--- src/ssm_defines.svh ---
// Constants for the socket status and change-mask register bank.
// Assumes AXI4-Lite with 32-bit data; offsets are byte addresses.
`ifndef SSM_DEFINES_SVH
`define SSM_DEFINES_SVH

// ============================================================
// Register offsets
`define SSM_OFF_EVENT 8'h00
`define SSM_OFF_MASK 8'h04
`define SSM_OFF_STATE 8'h08
`define SSM_OFF_FORCE 8'h0C

// ============================================================
// Mask field positions
`define SSM_MSK_PWR 3
`define SSM_MSK_CD_HI 2
`define SSM_MSK_CD_LO 1
`define SSM_MSK_STS 0
`define SSM_MSK_W 4

// ============================================================
// Present-state field positions
`define SSM_ST_YSOCK 31
`define SSM_ST_XSOCK 30
`define SSM_ST_LSOCK 29
`define SSM_ST_HSOCK 28
`define SSM_ST_VOLT_HI 13
`define SSM_ST_VOLT_LO 10
`define SSM_ST_BADV 9
`define SSM_ST_LOST 8
`define SSM_ST_NOTC 7
`define SSM_ST_RDY 6
`define SSM_ST_WIDE 5
`define SSM_ST_NARROW 4
`define SSM_ST_PWR 3
`define SSM_ST_CD2 2
`define SSM_ST_CD1 1
`define SSM_ST_STS 0

// ============================================================
// Force-event extras and reset values
`define SSM_FRC_IGNORE 15
`define SSM_FRC_RETEST 14
`define SSM_SOCK_CAP_RST 4'b0011
`define SSM_RESP_OKAY 2'b00
`define SSM_RESP_SLVERR 2'b10

`endif

--- src/ssm_pkg.sv ---
// Types for the socket status and change-mask register bank.
// Assumes ssm_defines.svh is compiled alongside.
package ssm_pkg;
    // Write channel handshake state
    typedef enum logic [1:0] {
        SSM_WR_IDLE = 2'b01,
        SSM_WR_RESP = 2'b10
    } ssm_wr_e;
endpackage

--- src/ssm_regs.sv ---
// Socket status, change-mask and event register bank behind AXI4-Lite.
// Assumes card pins are synchronous to ref_clk_i; interrogation and
// power control live outside and report through strobes and levels.
//
// Behaviour
// - Mask bits 31..4 read zero, writes there are ignored.
// - Mask bit 3 (reset 0) enables interrupt on power-state change.
// - Detect mask field 2..1 resets 00; 11 enables interrupt on any detect-pin change.
// - Mask bit 0 (reset 0) enables interrupt on status-pin change.
// - State bits 31,30 read zero unless forced.
// - State bits 29,28 read one from reset unless forced.
// - State bits 27..14 always read zero.
// - Card voltage and type bits update only at card insertion or a force write.
// - State bit 9 flags an invalid supply request; resets 0.
// - State bit 8 flags possible data loss at removal; resets 0.
// - State bit 7 flags unknown card, held until a valid card or a force write.
// - State bit 6 shows the live ready/interrupt pin level.
// - Bits 5,4 flag wide and narrow cards, change only at interrogation or a force write.
// - State bit 3 reads 1 while socket powered; resets 0.
// - Bits 2,1 follow detect pins, frozen during interrogation.
// - State bit 0 shows the live status pin level.
// - State register read-only; forced values merge with live status.
// - Masks never stop event bits from setting.
// - Event bits set on source change, cleared by write-one or reset.
`timescale 1ns/100ps
`include "ssm_defines.svh"

module ssm_regs (
    input wire logic ref_clk_i, // Host bus clock, 10 MHz
    input wire logic srst_i, // Synchronous reset, active high
    input wire logic [7:0] s_axi_awaddr, // Write address
    input wire logic s_axi_awvalid, // Write address valid
    output logic s_axi_awready, // Write address ready
    input wire logic [31:0] s_axi_wdata, // Write data
    input wire logic [3:0] s_axi_wstrb, // Write byte strobes
    input wire logic s_axi_wvalid, // Write data valid
    output logic s_axi_wready, // Write data ready
    output logic [1:0] s_axi_bresp, // Write response
    output logic s_axi_bvalid, // Write response valid
    input wire logic s_axi_bready, // Write response ready
    input wire logic [7:0] s_axi_araddr, // Read address
    input wire logic s_axi_arvalid, // Read address valid
    output logic s_axi_arready, // Read address ready
    output logic [31:0] s_axi_rdata, // Read data
    output logic [1:0] s_axi_rresp, // Read response
    output logic s_axi_rvalid, // Read data valid
    input wire logic s_axi_rready, // Read data ready
    input wire logic detect_pin_one_level_i, // First card-detect pin level
    input wire logic detect_pin_two_level_i, // Second card-detect pin level
    input wire logic status_pin_level_i, // Card status change pin level
    input wire logic ready_irq_pin_level_i, // Card ready/interrupt pin level
    input wire logic socket_powered_i, // Socket power is up
    input wire logic interrogating_i, // Card interrogation in progress
    input wire logic insert_done_i, // Pulse: interrogation finished
    input wire logic [3:0] card_volt_i, // Card voltage support, 13..10 order
    input wire logic wide_card_i, // Interrogation found a 32-bit card
    input wire logic narrow_card_i, // Interrogation found a 16-bit card
    input wire logic unknown_card_i, // Interrogation found no valid card
    input wire logic invalid_supply_req_i, // Pulse: bad supply request
    input wire logic removal_data_loss_i, // Pulse: removal lost data
    input wire logic fault_clear_i, // Pulse: clear supply and loss flags
    output logic retest_o, // Pulse: force re-interrogation
    output logic status_change_irq_o // Card status change interrupt
);

    // ============================================================
    // Write channel: address and data taken in either order
    ssm_pkg::ssm_wr_e wr_state_r;
    logic aw_held_r, w_held_r;
    logic [7:0] aw_addr_r;
    logic [31:0] w_data_r;
    logic [3:0] w_strb_r;
    logic [3:0] mask_r; // Enables: power, detect pair, status pin
    logic [3:0] event_r; // Sticky change events
    logic [3:0] sock_cap_r; // Socket supply capability 31..28
    logic [3:0] card_volt_r;
    logic bad_supply_r, data_lost_r, not_card_r, wide_r, narrow_r;
    logic cd1_r, cd2_r, pwr_r, sts_r, rdy_r;
    logic [31:0] state_word;

    // Capture each half once it is seen; ready pulses high in the first held cycle only
    wire aw_take = s_axi_awvalid && !aw_held_r && (wr_state_r == ssm_pkg::SSM_WR_IDLE);
    wire w_take = s_axi_wvalid && !w_held_r && (wr_state_r == ssm_pkg::SSM_WR_IDLE);
    wire do_write = aw_held_r && w_held_r && (wr_state_r == ssm_pkg::SSM_WR_IDLE);
    wire wr_mask = do_write && (aw_addr_r == `SSM_OFF_MASK);
    wire wr_event = do_write && (aw_addr_r == `SSM_OFF_EVENT);
    wire wr_force = do_write && (aw_addr_r == `SSM_OFF_FORCE);
    wire wr_state = do_write && (aw_addr_r == `SSM_OFF_STATE);
    wire wr_known = wr_mask || wr_event || wr_force || wr_state;
    // Only the low byte holds writable bits except force bits 14..8 and 31..28
    wire lane0 = w_strb_r[0];
    wire lane1 = w_strb_r[1];
    wire [3:0] ev_clr = (wr_event && lane0) ? w_data_r[3:0] : 4'h0;
    wire [3:0] ev_frc = (wr_force && lane0) ? w_data_r[3:0] : 4'h0;
    wire frc_lo = wr_force && lane0;
    wire frc_hi = wr_force && lane1;

    // Write handshake and mask storage
    always_ff @(posedge ref_clk_i) begin
        if (srst_i) begin
            wr_state_r <= ssm_pkg::SSM_WR_IDLE;
            aw_held_r <= 1'b0;
            w_held_r <= 1'b0;
            aw_addr_r <= 8'h00;
            w_data_r <= 32'h0000_0000;
            w_strb_r <= 4'h0;
            s_axi_awready <= 1'b0;
            s_axi_wready <= 1'b0;
            s_axi_bvalid <= 1'b0;
            s_axi_bresp <= `SSM_RESP_OKAY;
            mask_r <= 4'h0;
        end else begin
            s_axi_awready <= 1'b0;
            s_axi_wready <= 1'b0;
            if (aw_take) begin
                aw_held_r <= 1'b1;
                aw_addr_r <= {s_axi_awaddr[7:2], 2'b00};
                s_axi_awready <= 1'b1;
            end
            if (w_take) begin
                w_held_r <= 1'b1;
                w_data_r <= s_axi_wdata;
                w_strb_r <= s_axi_wstrb;
                s_axi_wready <= 1'b1;
            end
            case (wr_state_r)
                ssm_pkg::SSM_WR_IDLE: begin
                    if (do_write) begin
                        // Upper mask bits have no storage, so writes vanish
                        if (wr_mask && lane0) begin
                            mask_r <= w_data_r[`SSM_MSK_W-1:0];
                        end
                        // Present state is read-only; writing it is refused
                        s_axi_bresp <= (wr_known && !wr_state) ? `SSM_RESP_OKAY
                                                               : `SSM_RESP_SLVERR;
                        s_axi_bvalid <= 1'b1;
                        wr_state_r <= ssm_pkg::SSM_WR_RESP;
                    end
                end
                ssm_pkg::SSM_WR_RESP: begin
                    if (s_axi_bready) begin
                        s_axi_bvalid <= 1'b0;
                        aw_held_r <= 1'b0;
                        w_held_r <= 1'b0;
                        wr_state_r <= ssm_pkg::SSM_WR_IDLE;
                    end
                end
                default: wr_state_r <= ssm_pkg::SSM_WR_IDLE;
            endcase
        end
    end
    // Note: awready/wready pulse one cycle after valid, one transfer at a time

    // ============================================================
    // Live pins and change detection
    // Detect pins freeze while interrogation drives them
    wire cd1_nxt = interrogating_i ? cd1_r : detect_pin_one_level_i;
    wire cd2_nxt = interrogating_i ? cd2_r : detect_pin_two_level_i;
    wire [3:0] ev_src = {pwr_r ^ socket_powered_i, cd2_r ^ cd2_nxt,
                         cd1_r ^ cd1_nxt, sts_r ^ status_pin_level_i};

    // Pin images; detect images reset high, the rest low, then follow the pins from the first edge after release
    always_ff @(posedge ref_clk_i) begin
        if (srst_i) begin
            cd1_r <= 1'b1;
            cd2_r <= 1'b1;
            pwr_r <= 1'b0;
            sts_r <= 1'b0;
            rdy_r <= 1'b0;
        end else begin
            cd1_r <= cd1_nxt;
            cd2_r <= cd2_nxt;
            pwr_r <= socket_powered_i;
            sts_r <= status_pin_level_i;
            rdy_r <= ready_irq_pin_level_i;
        end
    end

    // ============================================================
    // Sticky events: a set in the clearing cycle wins, masks never block
    genvar gi;
    generate
        for (gi = 0; gi < 4; gi = gi + 1) begin : g_event
            always_ff @(posedge ref_clk_i) begin
                if (srst_i) begin
                    event_r[gi] <= 1'b0;
                end else if (ev_src[gi] || ev_frc[gi]) begin
                    event_r[gi] <= 1'b1;
                end else if (ev_clr[gi]) begin
                    event_r[gi] <= 1'b0;
                end
            end
        end
    endgenerate

    // Mask gating; detect pair uses both field bits so reserved codes stay quiet
    wire cd_en = mask_r[`SSM_MSK_CD_HI] && mask_r[`SSM_MSK_CD_LO];
    wire irq_nxt = (event_r[3] && mask_r[`SSM_MSK_PWR])
                 || ((event_r[2] || event_r[1]) && cd_en)
                 || (event_r[0] && mask_r[`SSM_MSK_STS]);

    always_ff @(posedge ref_clk_i) begin
        if (srst_i) begin
            status_change_irq_o <= 1'b0;
        end else begin
            status_change_irq_o <= irq_nxt;
        end
    end

    // ============================================================
    // Card identity and fault flags: insertion results, forces override
    always_ff @(posedge ref_clk_i) begin
        if (srst_i) begin
            sock_cap_r <= `SSM_SOCK_CAP_RST;
            card_volt_r <= 4'h0;
            wide_r <= 1'b0;
            narrow_r <= 1'b0;
            not_card_r <= 1'b0;
            bad_supply_r <= 1'b0;
            data_lost_r <= 1'b0;
            retest_o <= 1'b0;
        end else begin
            retest_o <= frc_hi && w_data_r[`SSM_FRC_RETEST];
            if (insert_done_i) begin
                card_volt_r <= card_volt_i;
                wide_r <= wide_card_i;
                narrow_r <= narrow_card_i;
                // At insertion the unknown flag only drops when a valid card arrives
                if (unknown_card_i) begin
                    not_card_r <= 1'b1;
                end else if (wide_card_i || narrow_card_i) begin
                    not_card_r <= 1'b0;
                end
            end
            if (invalid_supply_req_i) begin
                bad_supply_r <= 1'b1;
            end else if (fault_clear_i) begin
                bad_supply_r <= 1'b0;
            end
            if (removal_data_loss_i) begin
                data_lost_r <= 1'b1;
            end else if (fault_clear_i) begin
                data_lost_r <= 1'b0;
            end
            // Forced writes land in the state fields alongside live status
            if (frc_hi) begin
                card_volt_r <= w_data_r[`SSM_ST_VOLT_HI:`SSM_ST_VOLT_LO];
                bad_supply_r <= w_data_r[`SSM_ST_BADV];
                data_lost_r <= w_data_r[`SSM_ST_LOST];
            end
            if (frc_lo) begin
                not_card_r <= w_data_r[`SSM_ST_NOTC];
                wide_r <= w_data_r[`SSM_ST_WIDE];
                narrow_r <= w_data_r[`SSM_ST_NARROW];
            end
            // Socket capability override through the force top byte
            if (wr_force && w_strb_r[3]) begin
                sock_cap_r <= w_data_r[`SSM_ST_YSOCK:`SSM_ST_HSOCK];
            end
        end
    end

    // ============================================================
    // Present-state word; bits 27..14 have no storage and read zero
    assign state_word = {sock_cap_r, 14'h0000, card_volt_r,
                         bad_supply_r, data_lost_r, not_card_r, rdy_r,
                         wide_r, narrow_r, pwr_r, cd2_r, cd1_r, sts_r};

    // Read decode; force register is write-only and reads zero
    wire [7:0] ar_word = {s_axi_araddr[7:2], 2'b00};
    wire rd_hit = (ar_word == `SSM_OFF_EVENT) || (ar_word == `SSM_OFF_MASK)
                  || (ar_word == `SSM_OFF_STATE) || (ar_word == `SSM_OFF_FORCE);
    wire [31:0] rd_mux = (ar_word == `SSM_OFF_EVENT) ? {28'h000_0000, event_r}
                       : (ar_word == `SSM_OFF_MASK) ? {28'h000_0000, mask_r}
                       : (ar_word == `SSM_OFF_STATE) ? state_word
                       : 32'h0000_0000;
    wire ar_take = s_axi_arvalid && !s_axi_arready && !s_axi_rvalid;

    // Read channel: one read in flight, data one cycle after address
    always_ff @(posedge ref_clk_i) begin
        if (srst_i) begin
            s_axi_arready <= 1'b0;
            s_axi_rvalid <= 1'b0;
            s_axi_rdata <= 32'h0000_0000;
            s_axi_rresp <= `SSM_RESP_OKAY;
        end else begin
            s_axi_arready <= ar_take;
            if (ar_take) begin
                s_axi_rvalid <= 1'b1;
                s_axi_rdata <= rd_mux;
                s_axi_rresp <= rd_hit ? `SSM_RESP_OKAY : `SSM_RESP_SLVERR;
            end else if (s_axi_rvalid && s_axi_rready) begin
                s_axi_rvalid <= 1'b0;
            end
        end
    end

endmodule // ssm_regs

--- config.mk ---
export PLATFORM = sky130hd
export DESIGN_NAME = ssm_regs
export DESIGN_NICKNAME = d
export VERILOG_FILES = /design/src/ssm_pkg.sv /design/src/ssm_regs.sv
export VERILOG_INCLUDE_DIRS = /design/src
export SDC_FILE = /design/constraint.sdc
export NUM_CORES = 1
export LEC_CHECK = 0
export ABC_AREA = 1
export ABC_CLOCK_PERIOD_IN_PS = 1200
export BUFFER_PORTS_ARGS = -buffer_cell sky130_fd_sc_hd__buf_2
export CAP_MARGIN = 15
export CORE_ASPECT_RATIO = 1.2
export CORE_UTILIZATION = 25
export DETAILED_ROUTE_END_ITERATION = 10
export PLACE_DENSITY = 0.47
export SLEW_MARGIN = 10
export SYNTH_ARGS = -nofsm -noshare
export SYNTH_HDL_FRONTEND = slang
export SYNTH_SLANG_ARGS = --single-unit
--- constraint.sdc ---
create_clock -name ref_clk_i -period 1.2 [get_ports ref_clk_i]
set_input_delay 0.06 -clock ref_clk_i [delete_from_list [all_inputs] [get_ports ref_clk_i]]
set_output_delay 0.06 -clock ref_clk_i [all_outputs]
set_load 0.02 [all_outputs]
# Yosys cells after proc, flatten, opt, wreduce, memory -nomap -nowiden
# Cells that the tools add are included.
# W data, S select, Z words.
[classes]
shift = 0
n_eq_ne = 10
add_sub_neg = 0
magnitude_cmp = 0
n_reduce_logical = 61
muxes = 48
n_mul = 0
n_bitwise = 4
n_div = 0
[ops]
columns = ["op", "n"]
rows = [
  ["$mux W32", 3],
  ["$mux W1", 35],
  ["$eq A6 B2 Y1 const B", 4],
  ["$logic_and A1 B1 Y1", 24],
  ["$logic_not A8 Y1", 2],
  ["$mux W4", 4],
  ["$reduce_bool A2 Y1", 8],
  ["$logic_or A1 B1 Y1", 14],
  ["$eq A6 B1 Y1 const B", 2],
  ["$reduce_bool A3 Y1", 3],
  ["$mux W2", 4],
  ["$reduce_and A2 Y1", 3],
  ["$reduce_and A3 Y1", 2],
  ["$logic_not A1 Y1", 5],
  ["$ne A2 B2 Y1 const B", 2],
  ["$pmux W2 S2", 1],
  ["$xor A1 B1 Y1", 4],
  ["$eq A2 B1 Y1 const B", 1],
  ["$eq A2 B2 Y1 const B", 1],
  ["$pmux W1 S2", 1],
]
[word_totals]
latch_bits = 0
input_bits = 76
register_bits = 115
mem_bits_ro = 0
out_inout_bits = 43
memories = 0
mem_bits_rw = 0
elab_cells = 156

# Logic depth before layout (Yosys ltp)
# Gate-level depths: netlist (run 1).
[depth]
ltp_word = 8
ltp_mapped = 9
depth_no_buf = 9

# Least setup slack after synthesis (run 1)
# No wires, ideal clock.
[synth_path]
path_kind = "register -> register"
start = "register s_axi_rvalid"
end = "register s_axi_rdata[10]"
required_ns = 1.087
slack_ns = -0.019
stages_incl_launch_ff = 7
path_buffers = 2
setup_time_ns = 0.113
t_arrival_ns = 1.106
synth_period_minus_slack_ns = 1.219
cell_sequence = "dfxtp_1 -> nor3_2 -> inv_2 -> buf_2 -> buf_2 -> nand3_1 -> nand2_1"
[synth_via]
elab_chain_len = 2
[synth_lines]
columns = ["item", "line_no", "rtl"]
rows = [
  ["start, declared", "ssm_regs.sv:46", "output logic s_axi_rvalid,"],
  ["start signal, assigned", "ssm_regs.sv:283", "s_axi_rvalid <= 1'b0;"],
  ["start signal, assigned", "ssm_regs.sv:289", "s_axi_rvalid <= 1'b1;"],
  ["start signal, assigned", "ssm_regs.sv:293", "s_axi_rvalid <= 1'b0;"],
  ["$logic_not A1 Y1", "ssm_regs.sv:277", "wire ar_take = s_axi_arvalid && !s_axi_arready && !s_axi_rvalid;"],
  ["$logic_and A1 B1 Y1", "ssm_regs.sv:277", ""],
  ["end signal, assigned", "ssm_regs.sv:290", "s_axi_rdata <= rd_mux;"],
  ["end, declared", "ssm_regs.sv:44", "output logic [31:0] s_axi_rdata,"],
]
# No other way between the ends.
# A chain may end at the register's enable or synchronous reset.

# Worst setup path after layout (run 1)
[layout_path]
start = "register aw_addr_r[4]"
end = "register mask_r[3]"
[layout_via]
elab_chain_len = 4
[layout_lines]
columns = ["item", "line_no", "rtl"]
rows = [
  ["start, declared", "ssm_regs.sv:70", "logic [7:0] aw_addr_r;"],
  ["start signal, assigned", "ssm_regs.sv:117", "aw_addr_r <= {s_axi_awaddr[7:2], 2'b00};"],
  ["$eq A6 B1 Y1 (no source line)", "--", ""],
  ["$logic_and A1 B1 Y1", "ssm_regs.sv:85", "wire wr_mask = do_write && (aw_addr_r == `SSM_OFF_MASK);"],
  ["$logic_and A1 B1 Y1", "ssm_regs.sv:130", "if (wr_mask && lane0) begin"],
  ["$reduce_and A3 Y1 (no source line)", "--", ""],
  ["end signal, assigned", "ssm_regs.sv:131", "mask_r <= w_data_r[`SSM_MSK_W-1:0];"],
  ["end, declared", "ssm_regs.sv:73", "logic [3:0] mask_r;"],
]
# No other way between the ends.

==> summary.txt, run 1 <==
Pwr
  • Seq pwr share: 44.3%
  • Combinational group share of total power: 13.4%
  • Leak: 2.32 nW
  • Clock group share of total power: 42.4%
  • Int Pwr: 0.00524 W
  • Sw frac: 24.8%
  • Worst VDD drop: 0.735 mV
  • Sw Pwr: 0.00173 W
  • Power, Total: 0.00696 W
  • Power density cells: 1420 nW/µm²

Placed design
  • HPWL after DPL: 6730 µm
  • Placed Area: 4190 µm²
  • Dpl ws: -0.108 ns
  • Placer's final routability congestion estimate: 0.783
  • Port bufs: 83

Timing
  • Fin. max-slew vios: 0
  • Fin. Hold Viols: 2
  • Final worst slack: -0.0334 ns
  • Fin Hold WS: -0.00897 ns
  • RSZ-0062 raised after global routing: yes
  • Post-route clock skew: 0.00676 ns
  • FMAX: 811 MHz
  • Period utilization: 103%
  • Tmin final: 1.23 ns
  • Final setup violation count: 11

Cells and area
  • FILL cells: 1459
  • # nets final: 656
  • Most common cell after layout, fill and taps aside: buf_2
  • Ant diodes: 0
  • Post-route design area: 4900 µm²
  • Synth-to-layout area growth: 38.2%
  • Most frequent cells in the layout: buf_2, dfxtp_1, nand2_1
  • Share of layout cells above drive strength 1: 31.5%
  • Core Util, Final: 35.5%

Critical path
  • Crit Path Category: reg2reg
  • Reg2Reg Setup Slack: -0.03 ns
  • Critical path's top delay family: flip-flops
  • Reg-to-Reg End: mask_r[3]
  • CP dominant cell by count: buf_4
  • Crit path cell chain: inv_2 -> nand2_2 -> nor2_4 -> buf_4 -> buf_4 -> nand3_4 -> o21ai_1 -> a21oi_1
  • Arr. time, crit path: 1.46 ns
  • Worst Path Max Fanout: 8
  • Max stage delay on crit path: 0.33 ns
  • Reg2reg start: aw_addr_r[4]
  • Reg2reg path depth: 8
  • Slowest CP cell: dfxtp_2
  • Buf/Inv on CP: 3
  • Levels on crit path: 8
  • Crit path required time: 1.42 ns
  • CP Launch Type: register
  • Crit path capture type: register

Global routing
  • Initial antenna violation count: 0
  • Global route overflow: 0
  • Tot GR Track Use: 12.5%
  • Vias in the first global route: 2975
  • First-pass GRT wire length: 14300 µm
  • Largest net degree at the start of global routing: 48

Detailed routing
  • Total routed wirelength: 8860 µm
  • Initial DRT Pass Iterations: 4
  • DRT iter0 DRCs: 74
  • # DRC: 0
  • Routed vias: 3191
  • Via density per instance: 4.22
  • DRT antenna net count: 0
  • Routed wire per std cell: 11.7 µm

Floorplanning
  • Die W: 111 µm
  • Die Ht: 132 µm
  • Core area: 13800 µm²
  • Num rows: 47
  • Die area: 14700 µm²
  • IO Count: 119
  • Initial Util: 25.7%

CTS
  • CTS buffer count: 9
  • CTS clk-pin slew, worst paths: 0.06 ns
  • H-tree levels: 3
  • Clk buf depth: 2
  • Clock Latency Late Sink: 0.34 ns
  • CTS root buffer: clkbuf_16
  • CTS tree: built
  • CTS Sinks: 84

Job
  • Max Cap Viol: 0

Outcome
  • Failing checks: hold timing, setup timing
  • Run status: complete, but fails checks

Hold path
  • Hold Path Cell Cnt: 3
  • Hold Crit Class: in2reg
  • Hold endpoint: w_data_r[7]
  • Hold Startpoint: s_axi_wdata[7]

Synthesis
  • Syn Area/Cell: 7.74 µm²
  • Netlist cell types: 32
  • Seq/Total Area, Yosys: 47.4%
  • Cells after Synth: 458
  • Mapped Area: 3550 µm²
  • Synth Warn #: 0
  • Synth Register Bits: 84
-- cell usage after synthesis (all sizes together) --
cell type	number	area (µm²)
a31oi	2	12.5
o21ai	47	235
xnor2	2	17.5
clkinv	1	5.00
buf	32	221
clkbuf	4	15.0
dfxtp	84	1680
nor2	74	348
nand3	47	268
o211ai	1	7.51
nand4	5	37.5
a21oi	32	160
inv	41	154
mux2i	3	30.0
a211oi	1	7.51
conb	1	3.75
nor3	4	35.0
nand2	77	307
-- cells by family (layout without fill, tap and decap cells) --
kind of cell	after synthesis	count (layout)	share of synthesized area, %
simple gates	207	207	28.1
compound gates	83	83	11.9
mux	3	3	0.847
xor+xnor	2	2	0.494
buf+inv	78	190	11.1
flops	84	84	47.4
other cells	1	16	0.106
-- final cells by class --
cell class / instances / area [µm²] / area share [%]
clock inverter: 4 / 72.6 / 1.48
multi-input combinational: 311 / 1630 / 33.2
inverter: 42 / 173 / 3.52
clock buffer: 12 / 246 / 5.03
sequential: 84 / 1690 / 34.5
tap: 171 / 214 / 4.37
timing repair buffer: 132 / 876 / 17.9
-- power by group through the flow --
stage	logic (W)	registers, W	clock network [W]
2_1_floorplan	0.000537	0.00313	0
3_3_place_gp	0.000798	0.00312	0
3_5_place_dp	0.000807	0.00312	0
4_1_cts	0.000897	0.00307	0.00303
5_1_grt	0.00104	0.00310	0.00315
6_report	0.000931	0.00308	0.00295
-- worst register-to-register path, stage by stage (launching register included) --
cell,delay (ns)
dfxtp_2,0.33
inv_2,0.06
nand2_2,0.07
nor2_4,0.14
buf_4,0.13
buf_4,0.10
nand3_4,0.12
o21ai_1,0.14
a21oi_1,0.04
-- sequential cells by signal (all words and copies together), names as in the netlist, 2 cells and up --
register / count
w_data_r: 18
card_volt_r: 4
aw_addr_r: 6
mask_r: 4
s_axi_rdata: 18
w_strb_r: 3
wr_state_r: 2
event_r: 4
sock_cap_r: 4
-- stage by stage --
step | setup TNS, ns | cells
after floorplan | 0 | 473
after global placement | -1.34 | 713
after detailed placement | -1.72 | 713
after CTS | -1.04 | 755
after global routing | -3.72 | 756
final | -0.183 | 756
-- metal layers --
| metal | track usage [%] | up-vias | routed length (µm) |
|---|---|---|---|
| met4 | 5.78 | 0 | 167 |
| li1 | - | 1698 | - |
| met3 | 2.34 | 11 | 247 |
| met1 | 15.2 | 1418 | 4110 |
| met2 | 21.3 | 64 | 4340 |
| met5 | 0 | - | 0 |
-- what timing repair did --
| action | in CTS | in global routing |
|---|---|---|
| setup buffers | 5 | 1 |
| pin swaps | 10 | 13 |
| hold buffers | 21 | 0 |
| endpoints found under the setup margin | 47 | 60 |
| hold endpoints to repair | 20 | 0 |
| resized for setup | 22 | 51 |
-- worst max-delay path by stage --
stage	from	to	slack (ns)
after floorplan	s_axi_arready	s_axi_rdata[10]	0.01
after global placement	wr_state_r[1]	narrow_r	-0.10
after detailed placement	wr_state_r[1]	not_card_r	-0.11
after CTS	wr_state_r[0]	event_r[2]	-0.07
after global routing	wr_state_r[0]	aw_addr_r[3]	-0.12
final	aw_addr_r[4]	mask_r[3]	-0.03
(Power assumes the default switching activity.)
==> inputs of run 2 (changes only) <==
--- a/config.mk
+++ b/config.mk
@@ -7,13 +7,15 @@
 export NUM_CORES = 1
 export LEC_CHECK = 0
 export ABC_AREA = 1
-export ABC_CLOCK_PERIOD_IN_PS = 1200
+export ABC_CLOCK_PERIOD_IN_PS = 1400
 export BUFFER_PORTS_ARGS = -buffer_cell sky130_fd_sc_hd__buf_2
 export CAP_MARGIN = 15
 export CORE_ASPECT_RATIO = 1.2
 export CORE_UTILIZATION = 25
 export DETAILED_ROUTE_END_ITERATION = 10
-export PLACE_DENSITY = 0.47
+export PLACE_DENSITY = 0.45
+export RECOVER_POWER = 50
+export SETUP_SLACK_MARGIN = 0.4
 export SLEW_MARGIN = 10
 export SYNTH_ARGS = -nofsm -noshare
 export SYNTH_HDL_FRONTEND = slang
==> constraint.sdc (replaced) <==
create_clock -name ref_clk_i -period 1.4 [get_ports ref_clk_i]
set_input_delay 0.07 -clock ref_clk_i [delete_from_list [all_inputs] [get_ports ref_clk_i]]
set_output_delay 0.07 -clock ref_clk_i [all_outputs]
set_load 0.02 [all_outputs]
==> run 2 against run 1 <==
Against the previous run: setup slack gained 0.18 ns; cell count is the same; the run ends with hold timing left; maximum frequency shrank 1.2%; via count grew 1.8%; cell area grew 4.3%; non-clock buffer count is the same; register-to-register slack gained 0.18 ns; clock skew is essentially flat; routed wire length grew 7.2%; core utilization grew 1.5 points.
==> summary.txt, run 2 (synthesized netlist as in run 1, its figures left out) <==
Placed design
  • Port bufs: 83 (unchanged)
  • Placer's final routability congestion estimate: 0.727 (-7.2%)
  • HPWL after DPL: 6810 µm (+1.2%)

Timing
  • Fin Hold WS: -0.00914 ns (-0.000161 ns)
  • Tmin final: 1.25 ns (+0.0150 ns)
  • Post-route clock skew: 0.00702 ns (+0.000257 ns)
  • Final setup violation count: 0 (-11)
  • Period utilization: 89.2% (-14 points)
  • Fin. max-slew vios: 0 (unchanged)
  • Total negative slack: 0 ns (+0.183 ns)
  • Fin. Hold Viols: 2 (unchanged)
  • RSZ-0062 raised after global routing: yes
  • FMAX: 801 MHz (-1.2%)

Global routing
  • Vias in the first global route: 3024 (+1.6%)
  • Initial antenna violation count: 0 (unchanged)
  • Global route overflow: 0 (unchanged)
  • First-pass GRT wire length: 15100 µm (+5.6%)
  • Largest net degree at the start of global routing: 34 (-29%)
  • Tot GR Track Use: 13.1% (+0.56 points)

CTS
  • Clk buf depth: 2 (unchanged)
  • CTS tree: built
  • H-tree levels: 3 (unchanged)
  • CTS clk-pin slew, worst paths: 0.06 ns (about the same)
  • CTS buffer count: 9 (unchanged)
  • Clock Latency Late Sink: 0.34 ns (about the same)
  • CTS Sinks: 84 (unchanged)
  • CTS root buffer: clkbuf_16

Pwr
  • Leak: 2.26 nW (-2.5%)
  • Power, Total: 0.00584 W (-16%)
  • Power density cells: 1140 nW/µm² (-20%)
  • Worst VDD drop: 0.437 mV (-41%)

Cells and area
  • Registers with the most flip-flops: s_axi_rdata x18, w_data_r x18, aw_addr_r x6
  • # nets final: 657 (+0.15%)
  • Synth-to-layout area growth: 44.1%
  • Core Util, Final: 37.0% (+1.5 points)
  • Share of layout cells above drive strength 1: 34.7% (+3.2 points)
  • Ant diodes: 0 (unchanged)
  • FILL cells: 1468 (+0.62%)
  • Most common cell after layout, fill and taps aside: dfxtp_1
  • Most frequent cells in the layout: dfxtp_1, nand2_1, nor2_1

Detailed routing
  • DRT antenna net count: 0 (unchanged)
  • Initial DRT Pass Iterations: 4 (unchanged)
  • Routed wire per std cell: 12.6 µm (+7.2%)
  • # DRC: 0 (unchanged)
  • Routed vias: 3249 (+1.8%)
  • Total routed wirelength: 9510 µm (+7.2%)
  • Via density per instance: 4.30 (+1.8%)
  • DRT iter0 DRCs: 98 (+32%)

Critical path
  • Worst Path Max Fanout: 7 (-1)
  • CP Launch Type: register
  • Crit path capture type: register
  • Max stage delay on crit path: 0.35 ns (+0.02 ns)
  • Slowest CP cell: dfxtp_2
  • Crit. Startpoint: aw_addr_r[3]
  • Crit Path Category: reg2reg
  • Arr. time, crit path: 1.51 ns (+0.05 ns)
  • Crit path cell chain: inv_4 -> nor3_4 -> buf_6 -> nand4_4 -> buf_6 -> nor3_4
  • Critical path endpoint: retest_o
  • Reg-to-Reg End: retest_o
  • Reg2reg start: aw_addr_r[3]
  • Reg2Reg Setup Slack: 0.15 ns (+0.18 ns)
  • Reg2reg path depth: 6 (-2)
  • Crit path required time: 1.66 ns (+0.24 ns)

Floorplanning
  • Num rows: 47 (unchanged)
  • Initial Util: 25.7% (unchanged)
  • IO Count: 119 (unchanged)
  • Die Ht: 132 µm (unchanged)
  • Core area: 13800 µm² (unchanged)
  • Die area: 14700 µm² (unchanged)
  • Die W: 111 µm (unchanged)

Outcome
  • Run status: complete, but fails checks
  • Failing checks: hold timing

Hold path
  • Hold Startpoint: s_axi_wdata[1]
  • Hold Crit Class: in2reg

Job
  • Max Cap Viol: 0 (unchanged)
==> run 2: what timing repair did <==
item | CTS | global route
hold buffers | 15 | 3
gates resized for setup | 44 | 70
setup endpoints to repair | 73 | 77
buffers inserted | 7 | 9
pin swaps | 22 | 11
gates cloned | 2 | 2
endpoints found under the hold margin | 15 | 3
==> run 2: power breakdown <==
part / switching, W / leakage (nW) / internal [W]
sequential: 0.000107 / 0.692 / 0.00254
combinational: 0.000520 / 1.42 / 0.000379
clock: 0.000915 / 0.145 / 0.00138
==> run 2: layer usage <==
metal	GRT usage, %	routed length, µm
met4	6.22	168
met5	0	0
met3	2.52	298
met1	16.3	4190
met2	21.6	4840
==> run 2: worst min-delay path by stage <==
stage / endpoint / depth (start not counted)
after floorplan: pwr_r / 2
after global placement: rdy_r / 3
after detailed placement: rdy_r / 3
after CTS: w_data_r[13] / 3
after global routing: w_data_r[13] / 3
final: w_data_r[1] / 3
==> run 2: cell type report <==
| cell class | count | area (µm²) | area share, % |
|---|---|---|---|
| clock buffer | 14 | 284 | 5.56 |
| clock inverter | 1 | 5.00 | 0.0980 |
| inverter | 42 | 173 | 3.38 |
| multi-input combinational | 312 | 1850 | 36.3 |
| sequential | 84 | 1690 | 33.2 |
| tap | 171 | 214 | 4.19 |
| timing repair buffer | 132 | 885 | 17.3 |
==> run 2: per-stage QoR <==
step / setup slack, ns / area (µm²) / std cells / hold WS [ns]
6_report: 0.152 / 5110 / 756 / -0.00914
4_1_cts: 0.156 / 4850 / 742 / 0.000250
5_1_grt: 0.0376 / 5110 / 756 / -0.000114
3_5_place_dp: 0.107 / 4200 / 703 / 0.282
3_3_place_gp: 0.117 / 4200 / 703 / 0.274
2_1_floorplan: 0.260 / 3710 / 473 / 0.177
==> run 2: critical path, delay by kind of cell (launching register included) <==
kind | cells | cell delay, ns
buf+inv | 3 | 0.35
simple gates | 3 | 0.47
flops | 1 | 0.35
==> inputs of run 3 (changes only) <==
--- a/config.mk
+++ b/config.mk
@@ -6,14 +6,13 @@
 export SDC_FILE = /design/constraint.sdc
 export NUM_CORES = 1
 export LEC_CHECK = 0
-export ABC_AREA = 1
 export ABC_CLOCK_PERIOD_IN_PS = 1400
 export BUFFER_PORTS_ARGS = -buffer_cell sky130_fd_sc_hd__buf_2
 export CAP_MARGIN = 15
 export CORE_ASPECT_RATIO = 1.2
 export CORE_UTILIZATION = 25
 export DETAILED_ROUTE_END_ITERATION = 10
-export PLACE_DENSITY = 0.45
+export PLACE_DENSITY = 0.46
 export RECOVER_POWER = 50
 export SETUP_SLACK_MARGIN = 0.4
 export SLEW_MARGIN = 10
==> run 3 against run 2 <==
Against the previous run: the run ends with setup timing left; synthesized area fell by 6.9%; clock-buffer cell count down 3; highest routed layer unchanged; cell area decreased by 1.0%; global-route usage hardly changed; combinational power fell by 3.0%; non-clock buffer count up 16; critical path type unchanged; sequential share of layout area rose by 0.44 points; maximum frequency decreased by 15%; clock power fell by 7%.
==> summary.txt, run 3 <==
Global routing
  • Tot GR Track Use: 13.1% (+0.034 points)
  • Vias in the first global route: 2828 (-6.5%)
  • Largest net degree at the start of global routing: 47 (+38%)
  • Initial antenna violation count: 0 (unchanged)
  • Global route overflow: 0 (unchanged)
  • First-pass GRT wire length: 13900 µm (-8.0%)

Timing
  • Slew @ Worst Pin: 0.650 ns
  • Fin. Hold Viols: 0 (-2)
  • Relative max-transition margin: 56.6%
  • Tmin final: 1.46 ns (+0.215 ns)
  • Fin Hold WS: 0.00225 ns (+0.0114 ns)
  • Final setup violation count: 17 (+17)
  • Final worst slack: -0.0637 ns (-0.215 ns)
  • Post-route clock skew: 0.00763 ns (+0.000607 ns)
  • Fin. max-slew vios: 0 (unchanged)
  • FMAX: 683 MHz (-15%)
  • RSZ-0062 raised after global routing: yes
  • Period utilization: 105% (+15 points)

Cells and area
  • Registers with the most flip-flops: s_axi_rdata x18, w_data_r x18, aw_addr_r x6
  • # nets final: 577 (-12%)
  • Share of layout cells above drive strength 1: 37.0% (+2.3 points)
  • FILL cells: 1286 (-12%)
  • Most common cell after layout, fill and taps aside: dfxtp_1
  • Ant diodes: 0 (unchanged)
  • Most frequent cells in the layout: dfxtp_1, buf_2, nor2_1
  • Synth-to-layout area growth: 53.2%

Synthesis
  • EDFF count, synth: 0 (unchanged)
  • Synth cell count leaders: dfxtp_1, nor2_1, nand2_1, a21oi_1, mux2i_1
  • Asr flop ratio synth: 0% (unchanged)
  • Synth Warn #: 0 (unchanged)
  • Mapped Area: 3300 µm² (-6.9%)
  • Post-synth top area cell: dfxtp_1
  • Top-count cell post-synth: dfxtp_1
  • Largest cells by area after synthesis: dfxtp_1, mux2i_1, a21oi_1
  • Cells after Synth: 362 (-21%)
  • Synth top area share: 50.9% (+3.5 points)
  • Synth Flop Type: dfxtp_1
  • Seq/Total Area, Yosys: 50.9% (+3.5 points)
  • Netlist cell types: 38 (+19%)
  • Syn Area/Cell: 9.12 µm² (+18%)
  • Synth Register Bits: 84 (unchanged)

CTS
  • Clock Latency Late Sink: 0.34 ns (about the same)
  • CTS clk-pin slew, worst paths: 0.06 ns (about the same)
  • H-tree levels: 3 (unchanged)
  • CTS tree: built
  • CTS root buffer: clkbuf_16
  • CTS Sinks: 84 (unchanged)
  • CTS buffer count: 9 (unchanged)
  • Clk buf depth: 2 (unchanged)

Floorplanning
  • Die Ht: 128 µm (-3.5%)
  • Die W: 107 µm (-3.5%)
  • Core area: 12800 µm² (-7.5%)
  • IO Count: 119 (unchanged)
  • Num rows: 45 (-4.3%)
  • Initial Util: 25.8% (+0.17 points)
  • Die area: 13700 µm² (-6.8%)

Pwr
  • Power density cells: 1110 nW/µm² (-3.0%)
  • Leak: 2.03 nW (-10%)
  • Worst VDD drop: 0.486 mV (+11%)

Critical path
  • Arr. time, crit path: 1.73 ns (+0.22 ns)
  • Worst Path Max Fanout: 5 (-2)
  • Crit path required time: 1.67 ns (about the same)
  • Crit path cell chain: buf_6 -> nor4bb_4 -> buf_4 -> clkbuf_16 -> nand2_1 -> a21oi_1
  • CP Launch Type: register
  • Crit path capture type: register
  • Slowest CP cell: nor4bb_4
  • Max stage delay on crit path: 0.36 ns (about the same)
  • Crit Path Category: reg2reg

Detailed routing
  • Initial DRT Pass Iterations: 4 (unchanged)
  • Via density per instance: 4.50 (+4.8%)
  • Routed vias: 3012 (-7.3%)
  • Routed wire per std cell: 13.9 µm (+11%)
  • # DRC: 0 (unchanged)
  • Total routed wirelength: 9320 µm (-2.0%)
  • DRT iter0 DRCs: 49 (-50%)
  • DRT antenna net count: 0 (unchanged)

Hold path
  • Hold Crit Class: in2reg

Job
  • Max Cap Viol: 0 (unchanged)

Placed design
  • HPWL after DPL: 6010 µm (-12%)
  • Port bufs: 83 (unchanged)
  • Dpl ws: -0.149 ns (-0.255 ns)
  • Placer's final routability congestion estimate: 0.755 (+3.9%)

Outcome
  • Run status: complete, but fails checks
  • Failing checks: setup timing
[run 3: per-layer routing]
| metal | track usage (%) | vias to the layer above | share of wire, % |
|---|---|---|---|
| met5 | 0 | - | 0 |
| met4 | 5.64 | 0 | 1.7 |
| met3 | 2.80 | 12 | 3.5 |
| met2 | 21.7 | 72 | 49 |
| met1 | 16.3 | 1415 | 46 |
| li1 | - | 1513 | - |
[run 3: path summary, 6_finish.rpt]
kind,startpoint,to,slack (ns),cells past startpoint
worst max-delay path,wr_state_r[1],w_data_r[13],-0.06,6
worst min-delay path,s_axi_rready,s_axi_rvalid,0.002,3
worst max register to register,wr_state_r[1],w_data_r[13],-0.06,6
worst min register to register,w_data_r[7],w_data_r[7],0.46,2
[run 3: power by group]
group          total, W  internal [W]  switching [W]
clock           0.00214       0.00119       0.000949
sequential      0.00260       0.00250      0.0000935
combinational  0.000872      0.000435       0.000437
[run 3: what timing repair did]
action                                  in CTS  in global routing
endpoints found under the hold margin       28                  2
resized for setup                           43                 44
endpoints found under the setup margin      77                 76
pin swaps                                   38                 31
buffers inserted                             2                  6
cloned                                       0                  5
hold buffers                                28                  2
[run 3: through the flow]
stage | cells | power, W | cell area [µm²] | utilization (%) | setup TNS, ns
after floorplan | 377 | 0.00306 | 3500 | - | -0.651
after global placement | 611 | 0.00327 | 4080 | 31.9 | -0.660
after detailed placement | 611 | 0.00327 | 4080 | 31.9 | -1.29
after CTS | 656 | 0.00555 | 4780 | 37.4 | -0.103
after global routing | 669 | 0.00589 | 5060 | 39.6 | -3.61
final | 669 | 0.00561 | 5060 | 39.6 | -0.750
[run 3: cell families after synthesis]
group	share of synthesized area (%)
xor+xnor	1.06
flops	50.9
simple gates	19.2
mux	6.67
compound gates	15.5
other cells	0.114
buf+inv	6.52
[run 3: worst max-delay path, delay by kind of cell, from the launching register on]
family	cells	cell delay [ns]
AOI/OAI and AO/OA	1	0.12
buffers and inverters	3	0.51
DFF	1	0.35
and+or+nand+nor	2	0.41
[run 3: cell type report]
cell class / instances / area [µm²] / share of cell area, %
Clock buffer: 11 / 233 / 4.60
Multi-Input combinational cell: 255 / 1810 / 35.8
Sequential cell: 84 / 1700 / 33.6
Clock inverter: 4 / 27.5 / 0.544
Tap cell: 164 / 205 / 4.06
Timing Repair Buffer: 148 / 1070 / 21.2
Inverter: 3 / 11.3 / 0.223
